===== config.mk =====
export PLATFORM = sky130hd
export DESIGN_NAME = ectq_top
export DESIGN_NICKNAME = d
export VERILOG_FILES = /design/src/logic/ectq_edge_det.v /design/src/logic/ectq_half.v /design/src/logic/ectq_top.v
export VERILOG_INCLUDE_DIRS = /design/src /design/src/inc
export SDC_FILE = /design/constraint.sdc
export NUM_CORES = 1
export LEC_CHECK = 0
export BUFFER_PORTS_ARGS = -buffer_cell sky130_fd_sc_hd__buf_2
export CAP_MARGIN = 20
export CORE_ASPECT_RATIO = 1.25
export CORE_UTILIZATION = 45
export DETAILED_ROUTE_END_ITERATION = 7
export HOLD_SLACK_MARGIN = 0.12
export PLACE_DENSITY = 0.71
export SLEW_MARGIN = 20
export SYNTH_ARGS = -nofsm -noshare
export SYNTH_HDL_FRONTEND = slang
export SYNTH_SLANG_ARGS = --single-unit

===== constraint.sdc =====
create_clock -name mclk -period 6 [get_ports mclk]
set_input_delay 0.3 -clock mclk [delete_from_list [all_inputs] [get_ports mclk]]
set_output_delay 0.3 -clock mclk [all_outputs]
set_load 0.005 [all_outputs]

===== src/inc/ectq_regs.vh =====
/*
  Register offsets, field positions, reset values and encodings of the
  edge count timer. Included by every design file of the timer.
*/
`ifndef ECTQ_REGS_VH
`define ECTQ_REGS_VH

// ****************************************************************
// Register offsets (byte addresses on the plain register port)
// ****************************************************************
`define ECTQ_ADDR_W        6
`define ECTQ_OFS_CTL       6'h00
`define ECTQ_OFS_CFG       6'h04
`define ECTQ_OFS_ILR_A     6'h08
`define ECTQ_OFS_ILR_B     6'h0c
`define ECTQ_OFS_MATCH_A   6'h10
`define ECTQ_OFS_MATCH_B   6'h14
`define ECTQ_OFS_PRE_A     6'h18
`define ECTQ_OFS_PRE_B     6'h1c
`define ECTQ_OFS_CNT_A     6'h20
`define ECTQ_OFS_CNT_B     6'h24
`define ECTQ_OFS_STAT      6'h28

// ****************************************************************
// Control register fields
// ****************************************************************
`define ECTQ_CTL_RUN_A     0
`define ECTQ_CTL_RUN_B     8
`define ECTQ_CTL_DMA_A     5
`define ECTQ_CTL_DMA_B     13

// ****************************************************************
// Configuration register fields
// ****************************************************************
`define ECTQ_CFG_W32       0
`define ECTQ_CFG_MODE_A_LO 1
`define ECTQ_CFG_MODE_A_HI 2
`define ECTQ_CFG_MODE_B_LO 3
`define ECTQ_CFG_MODE_B_HI 4
`define ECTQ_CFG_UP_A      5
`define ECTQ_CFG_UP_B      6
`define ECTQ_CFG_EDGE_A_LO 7
`define ECTQ_CFG_EDGE_A_HI 8
`define ECTQ_CFG_EDGE_B_LO 9
`define ECTQ_CFG_EDGE_B_HI 10
`define ECTQ_CFG_W         11

// ****************************************************************
// Mode and edge encodings
// ****************************************************************
`define ECTQ_MODE_W        2
`define ECTQ_MODE_PERIODIC 2'h0
`define ECTQ_MODE_ECOUNT   2'h1
`define ECTQ_MODE_ETIME    2'h2
`define ECTQ_MODE_RTC      2'h3
`define ECTQ_EDGE_RISE     2'h0
`define ECTQ_EDGE_FALL     2'h1
`define ECTQ_EDGE_BOTH     2'h3

// ****************************************************************
// Status register fields and reset values
// ****************************************************************
`define ECTQ_STAT_MATCH_A  0
`define ECTQ_STAT_MATCH_B  1
`define ECTQ_STAT_ROLL_A   2
`define ECTQ_STAT_ROLL_B   3
`define ECTQ_CNT_W         16
`define ECTQ_RST_ZERO16    16'h0000
`define ECTQ_RST_ONES16    16'hffff
`define ECTQ_RST_CTL       32'h0000_0000
`define ECTQ_RST_CFG       11'h000
`define ECTQ_ONE16         16'h0001
`define ECTQ_RD_ZERO       32'h0000_0000

`endif


===== src/logic/ectq_edge_det.v =====
/*
  Edge qualifier for one capture pin: pulses for the selected edges.
  Assumes the pin is already synchronous to mclk.
*/
`default_nettype none
`include "ectq_regs.vh"

module ectq_edge_det (
  input  wire       mclk,   // System clock
  input  wire       rst,    // Synchronous reset, active high
  input  wire       pin,    // Capture pin level
  input  wire [1:0] sel,    // Edge selection
  output wire       evt     // One-cycle qualifying event
);

  reg pin_q;

  always @(posedge mclk) begin
    if (rst) begin
      pin_q <= 1'b0;
    end else begin
      pin_q <= pin;
    end
  end

  wire rise = pin & ~pin_q;
  wire fall = ~pin & pin_q;

  assign evt = (sel == `ECTQ_EDGE_RISE) ? rise :
               (sel == `ECTQ_EDGE_FALL) ? fall :
               (sel == `ECTQ_EDGE_BOTH) ? (rise | fall) : 1'b0;

endmodule
`default_nettype wire


===== src/logic/ectq_half.v =====
/*
  One 16-bit timer half: counter, match, rollover and the known quirks.
  Assumes strobes from the register file are one cycle long.
*/
`default_nettype none
`include "ectq_regs.vh"

module ectq_half (
  input  wire        mclk,        // System clock
  input  wire        rst,         // Synchronous reset, active high
  input  wire        run,         // Timer run bit
  input  wire [1:0]  mode,        // Operating mode
  input  wire        up,          // Count direction, 1 = up
  input  wire        evt,         // Qualifying pin event
  input  wire        ld_wr,       // Interval load write strobe
  input  wire [15:0] ld_val,      // Interval load value
  input  wire        step_wr,     // Match or prescale write strobe
  input  wire [15:0] match_val,   // Match value (low half only)
  output reg  [15:0] cnt_q,       // Counter value
  output reg         match_q,     // Match pulse
  output reg         roll_q       // Rollover pulse
);

  reg         run_q;
  reg  [15:0] cnt_d;
  wire        ev_mode = (mode == `ECTQ_MODE_ECOUNT) || (mode == `ECTQ_MODE_ETIME);
  wire        stepper = (mode == `ECTQ_MODE_RTC) || (mode == `ECTQ_MODE_ECOUNT);
  wire        stop    = run_q & ~run & (mode == `ECTQ_MODE_ECOUNT);
  wire        term    = up ? (cnt_q == `ECTQ_RST_ONES16) : (cnt_q == `ECTQ_RST_ZERO16);

  always @* begin
    cnt_d = cnt_q;
    if (ld_wr) begin
      cnt_d = ld_val;
    end else if (stop) begin
      cnt_d = cnt_q - `ECTQ_ONE16;
    end else if (run && ((evt && ev_mode) || (step_wr && stepper))) begin
      // No reload after a match, count simply moves on
      cnt_d = up ? cnt_q + `ECTQ_ONE16 : cnt_q - `ECTQ_ONE16;
    end
  end

  always @(posedge mclk) begin
    if (rst) begin
      run_q   <= 1'b0;
      cnt_q   <= `ECTQ_RST_ONES16;
      match_q <= 1'b0;
      roll_q  <= 1'b0;
    end else begin
      run_q   <= run;
      cnt_q   <= cnt_d;
      // Only 16 bits are compared, even when paired as 32 bits
      match_q <= run & ev_mode & evt & (cnt_d == match_val) & (cnt_d != cnt_q);
      roll_q  <= run & (mode == `ECTQ_MODE_ETIME) & evt & term;
    end
  end

endmodule
`default_nettype wire


===== src/logic/ectq_top.v =====
/*
  Edge count timer with two halves, register port and DMA requests.
  Assumes capture pins are synchronous to mclk; software keeps its
  own workarounds for stop, reload and spurious DMA requests.
*/
// The plain strobed port and the register addresses were left to the implementer.
// Behaviour
// - Clearing run in edge count decrements once
// - Pin events step counter in edge count and edge time, down unless up set; match raises interrupt
// - No reload of interval after match
// - 32-bit match compares only low half
// - Edge time rollover raises spurious DMA request
// - Match or prescale write steps counter in RTC and edge count modes while running
`default_nettype none
`include "ectq_regs.vh"

module ectq_top (
  input  wire        mclk,      // System clock, 250 MHz
  input  wire        rst,       // Synchronous reset, active high
  input  wire [5:0]  addr,      // Register byte address
  input  wire [31:0] wdata,     // Write data
  input  wire        wr,        // Write strobe
  input  wire        rd,        // Read strobe
  output reg  [31:0] rdata,     // Read data, one cycle after rd
  input  wire        ccp_a,     // Capture compare pin A
  input  wire        ccp_b,     // Capture compare pin B
  output wire        irq,       // Match interrupt, level
  output wire        dma_a,     // DMA request A, one-cycle pulse
  output wire        dma_b      // DMA request B, one-cycle pulse
);

  // ****************************************************************
  // Registers
  // ****************************************************************
  reg  [31:0] ctl_q;
  reg  [10:0] cfg_q;
  reg  [15:0] ilr_a_q, ilr_b_q, mat_a_q, mat_b_q, pre_a_q, pre_b_q;
  reg  [3:0]  stat_q;
  reg  [31:0] rdata_d;
  wire [15:0] cnt_a, cnt_b;
  wire        m_a, m_b, r_a, r_b, ev_a, ev_b;

  wire wr_ila = wr && (addr == `ECTQ_OFS_ILR_A);
  wire wr_ilb = wr && (addr == `ECTQ_OFS_ILR_B);
  wire wr_ma  = wr && (addr == `ECTQ_OFS_MATCH_A);
  wire wr_mb  = wr && (addr == `ECTQ_OFS_MATCH_B);
  wire wr_pa  = wr && (addr == `ECTQ_OFS_PRE_A);
  wire wr_pb  = wr && (addr == `ECTQ_OFS_PRE_B);
  wire wr_st  = wr && (addr == `ECTQ_OFS_STAT);

  wire w32    = cfg_q[`ECTQ_CFG_W32];

  always @(posedge mclk) begin
    if (rst) begin
      ctl_q   <= `ECTQ_RST_CTL;
      cfg_q   <= `ECTQ_RST_CFG;
      ilr_a_q <= `ECTQ_RST_ONES16;
      ilr_b_q <= `ECTQ_RST_ONES16;
      mat_a_q <= `ECTQ_RST_ZERO16;
      mat_b_q <= `ECTQ_RST_ZERO16;
      pre_a_q <= `ECTQ_RST_ZERO16;
      pre_b_q <= `ECTQ_RST_ZERO16;
    end else if (wr) begin
      case (addr)
        `ECTQ_OFS_CTL:     ctl_q   <= wdata;
        `ECTQ_OFS_CFG:     cfg_q   <= wdata[`ECTQ_CFG_W-1:0];
        `ECTQ_OFS_ILR_A:   ilr_a_q <= wdata[15:0];
        `ECTQ_OFS_ILR_B:   ilr_b_q <= wdata[15:0];
        `ECTQ_OFS_MATCH_A: mat_a_q <= wdata[15:0];   // Upper half dropped
        `ECTQ_OFS_MATCH_B: mat_b_q <= wdata[15:0];
        `ECTQ_OFS_PRE_A:   pre_a_q <= wdata[15:0];
        `ECTQ_OFS_PRE_B:   pre_b_q <= wdata[15:0];
        default:           ctl_q   <= ctl_q;
      endcase
    end
  end

  // Sticky status, write one to clear; a new event wins over the clear
  wire [3:0] st_set = {r_b, r_a, m_b, m_a};
  always @(posedge mclk) begin
    if (rst) begin
      stat_q <= 4'h0;
    end else begin
      stat_q <= (stat_q & ~(wr_st ? wdata[3:0] : 4'h0)) | st_set;
    end
  end

  assign irq = stat_q[`ECTQ_STAT_MATCH_A] | stat_q[`ECTQ_STAT_MATCH_B];

  // ****************************************************************
  // DMA requests
  // ****************************************************************
  // Rollover request is deliberately passed: software filters it
  assign dma_a = ctl_q[`ECTQ_CTL_DMA_A] & (m_a | r_a);
  assign dma_b = ctl_q[`ECTQ_CTL_DMA_B] & (m_b | r_b);

  // ****************************************************************
  // Timer halves
  // ****************************************************************
  ectq_edge_det u_eda (
    .mclk (mclk),
    .rst  (rst),
    .pin  (ccp_a),
    .sel  (cfg_q[`ECTQ_CFG_EDGE_A_HI:`ECTQ_CFG_EDGE_A_LO]),
    .evt  (ev_a)
  );

  ectq_edge_det u_edb (
    .mclk (mclk),
    .rst  (rst),
    .pin  (ccp_b),
    .sel  (cfg_q[`ECTQ_CFG_EDGE_B_HI:`ECTQ_CFG_EDGE_B_LO]),
    .evt  (ev_b)
  );

  ectq_half u_ha (
    .mclk      (mclk),
    .rst       (rst),
    .run       (ctl_q[`ECTQ_CTL_RUN_A]),
    .mode      (cfg_q[`ECTQ_CFG_MODE_A_HI:`ECTQ_CFG_MODE_A_LO]),
    .up        (cfg_q[`ECTQ_CFG_UP_A]),
    .evt       (ev_a),
    .ld_wr     (wr_ila),
    .ld_val    (wdata[15:0]),
    .step_wr   (wr_ma | wr_pa),
    .match_val (mat_a_q),
    .cnt_q     (cnt_a),
    .match_q   (m_a),
    .roll_q    (r_a)
  );

  // In paired mode B is not used for matching, so A alone fires
  ectq_half u_hb (
    .mclk      (mclk),
    .rst       (rst),
    .run       (ctl_q[`ECTQ_CTL_RUN_B] & ~w32),
    .mode      (cfg_q[`ECTQ_CFG_MODE_B_HI:`ECTQ_CFG_MODE_B_LO]),
    .up        (cfg_q[`ECTQ_CFG_UP_B]),
    .evt       (ev_b),
    .ld_wr     (wr_ilb),
    .ld_val    (wdata[15:0]),
    .step_wr   (wr_mb | wr_pb),
    .match_val (mat_b_q),
    .cnt_q     (cnt_b),
    .match_q   (m_b),
    .roll_q    (r_b)
  );

  // ****************************************************************
  // Read port
  // ****************************************************************
  always @* begin
    rdata_d = `ECTQ_RD_ZERO;
    case (addr)
      `ECTQ_OFS_CTL:     rdata_d = ctl_q;
      `ECTQ_OFS_CFG:     rdata_d = {21'h00_0000, cfg_q};
      `ECTQ_OFS_ILR_A:   rdata_d = {16'h0000, ilr_a_q};
      `ECTQ_OFS_ILR_B:   rdata_d = {16'h0000, ilr_b_q};
      `ECTQ_OFS_MATCH_A: rdata_d = {16'h0000, mat_a_q};
      `ECTQ_OFS_MATCH_B: rdata_d = {16'h0000, mat_b_q};
      `ECTQ_OFS_PRE_A:   rdata_d = {16'h0000, pre_a_q};
      `ECTQ_OFS_PRE_B:   rdata_d = {16'h0000, pre_b_q};
      `ECTQ_OFS_CNT_A:   rdata_d = {16'h0000, cnt_a};
      `ECTQ_OFS_CNT_B:   rdata_d = {16'h0000, cnt_b};
      `ECTQ_OFS_STAT:    rdata_d = {28'h000_0000, stat_q};
      default:           rdata_d = `ECTQ_RD_ZERO;
    endcase
  end

  always @(posedge mclk) begin
    if (rst) begin
      rdata <= `ECTQ_RD_ZERO;
    end else if (rd) begin
      rdata <= rdata_d;
    end else begin
      rdata <= `ECTQ_RD_ZERO;
    end
  end

endmodule
`default_nettype wire


==> results_dict.tcl <==
set metrics [dict create \
    run_status "finished clean" \
    die-width_microns 149 \
    synth_edf_count 0 \
    hold_path_depth 3 \
    fmax_mhz 277 \
    cts.clk_slew.worst_paths_ps 60 \
    overflow 0 \
    coreArea_sq_um 26300 \
    grt_max_degree 95 \
    seq_area_frac_synth_pct 35.5 \
    wire_per_inst_microns 23.5 \
    r2r_end "u_ha.match_q" \
    hp-class "in2reg" \
    relSlewSlack_pct 23.3 \
    cap_violations 0 \
    crit_chain "nor4_1 > nand4_1 > o22ai_1 > xor2_1 > o2111ai_1 > and3_1 > a2111oi_0 > a211oi_1" \
    viasPerCell 6.45 \
    post_cts_buffers 0 \
    io_buffers 78 \
    rrSetupSlack_ps 2390 \
    wl_microns 45800 \
    rsz0062_at_grt "false" \
    dr_total_vias 12604 \
    cp_slowest_cell "nor4_1" \
    die_h_microns 185 \
    initial_core_util_pct 46.2 \
    leakage_nw 5.01 \
    fin_crit_sh_pct 60.2 \
    hold_violations 0 \
    final.setup_skew_ps 12.8 \
    ys_seq_elements 215 \
    layout_min_cycle_time_ps 3610 \
    worstPathMaxFanout 19 \
    synth_top_area_share_pct 35.5 \
    synth.avg_cell_area_sq_um 7.60 \
    dr.pass1.iters 6 \
    gp_congestion 0.971 \
    synthTopCellsByCount "nand2_1, dfxtp_1, a21oi_1" \
    antenna_found_initial 0 \
    clockBufferDepth 3 \
    crit_buf_inv 0 \
    antenna_cells 0 \
    clock_latency_ps 510 \
    cts_buffers 22 \
    grt_pass1_wl_microns 70200 \
    r2r-start "u_ha.cnt_q[4]" \
    crit_family "simple AND/OR/NAND/NOR gates" \
    place.detailed.hpwl_microns 32800 \
    syn_inst 1595 \
    cts_sinks 215 \
    rows 66 \
    placedCellCount 1898 \
    worstMarginPinSlew_ps 1150 \
    cp-end-kind "register" \
    cts_tree "done" \
    grt_pass1_vias 11698 \
    slowest_delay_ps 850 \
    finalSetupViolCount 0 \
    final_util_pct 51.3 \
    h-tree-depth 1 \
    drc 0 \
    ir_drop_mv 0.127 \
    tns_ps 0 \
    synth_area_sq_um 12100 \
    largestRegisters "ctl_q (32), rdata (32)" \
    final_cells 1953 \
    grt_usage_pct 33.4 \
    async_reset_ff_share_pct 0 \
    synthDistinctLibCells 91 \
    ys.warnings.count 0 \
    drt_iter0_drc 1533 \
    rr_worst_depth 8 \
    yosys.area.top_type "dfxtp_1" \
    yosys_most_used_dff "dfxtp_1" \
    cts-root-buf "clkbuf_16" \
    finalNetCount 1660 \
    whs_ps 142 \
    drive_gt1_share_pct 10.4 \
    yosys-top-cells-area "dfxtp_1, nand2_1, a21oi_1, clkbuf_1, nor2_1" \
    syn_nets 1655 \
    worstPathArrival_ps 4000 \
    required_ps 6380 \
    cp-start-kind "register" \
    die_area_sq_um 27600 \
    cellPowerDensity_nw_per_um2 223 \
    synthToLayoutAreaGrowth_pct 11.2 \
    ant_nets 0 \
    crit_type "reg2reg" \
    min_from "wdata[2]" \
    yosysMostFrequentCell "nand2_1" \
    slew_violations 0 \
    ios 79 \
    holdPathEnd "mat_b_q[2]" \
]
-- where the power goes --
part / leakage, nW / total (mW) / internal, mW / switching [mW]
clock network: 0.334 / 1.35 / 0.780 / 0.575
logic: 2.94 / 0.194 / 0.0642 / 0.130
registers: 1.74 / 1.45 / 1.44 / 0.0180
-- layout by cell type (no fill, tap or decap), types with 8 or more instances in the layout --
cell / instances
clkbuf_16: 23
a222oi_1: 26
or2_2: 9
xnor2_1: 32
o21a_1: 10
or4_1: 13
o22ai_1: 12
inv_1: 38
nand3_1: 51
nor4_1: 19
buf_4: 25
ha_1: 16
o21ai_0: 39
o211ai_1: 13
mux2i_1: 33
a221oi_1: 12
nand2_1: 301
dfxtp_1: 215
a22oi_1: 19
nor3_1: 31
and2_1: 31
a31oi_1: 21
xor2_1: 29
nor2_1: 102
or3_1: 19
nand4_1: 23
a211oi_1: 8
dlygate4sd3_1: 18
a21oi_1: 171
buf_2: 77
nand2b_1: 13
and3_1: 9
o31ai_1: 8
-- worst register-to-register path, cell delays in order, from the launching register on --
cell	delay, ps
dfxtp_1	610
nor4_1	860
nand4_1	330
o22ai_1	350
xor2_1	240
o2111ai_1	230
and3_1	290
a2111oi_0	450
a211oi_1	140
-- layer usage --
metal  track usage [%]  part of all wire, %
met1              41.7                   38
met2              55.2                   47
met3              3.92                  8.3
met4              20.1                  6.4
met5                 0                    0
-- what timing repair did --
| item | 4_1_cts | 5_1_grt |
|---|---|---|
| endpoints found under the hold margin | 18 | 0 |
| hold buffers | 18 | 0 |
| resized for setup | 0 | 0 |
-- worst max-delay path by stage --
| stage | end | cells after the start | start | slack [ps] |
|---|---|---|---|---|
| global route | u_hb.match_q | 11 | u_hb.cnt_q[0] | 2070 |
| floorplan | u_hb.match_q | 13 | u_hb.cnt_q[1] | 2890 |
| CTS | u_ha.match_q | 11 | cfg_q[1] | 2410 |
| finish | u_ha.match_q | 8 | u_ha.cnt_q[4] | 2390 |
| global placement | u_hb.match_q | 10 | addr[3] | 2280 |
| detailed placement | u_hb.match_q | 10 | addr[3] | 2210 |
-- per-stage QoR --
step	worst slack, ps	power [mW]	area (sq um)
2_1_floorplan	2890	1.59	12100
3_3_place_gp	2280	1.66	12600
3_5_place_dp	2210	1.66	12600
4_1_cts	2410	3.00	13500
5_1_grt	2070	3.09	13500
6_report	2390	3.00	13500
-- layout make-up --
type,count,area [sq um]
Clock inverter,5,55.1
Clock buffer,32,639
Timing Repair Buffer,120,753
Multi-Input combinational cell,1203,7150
Tap cell,340,425
Inverter,38,143
Sequential cell,215,4300
Fill cell,2510,12800
-- kinds of logic after synthesis --
logic type	synth area share, %
AND/OR/NAND/NOR	26.4
AO/OA/AOI/OAI	23.2
multiplexers	3.03
buffers and inverters	5.78
XOR/XNOR	4.41
adder cells (fa/ha/maj)	1.65
flip-flops	35.5
Power figures use the tool's default switching activity.
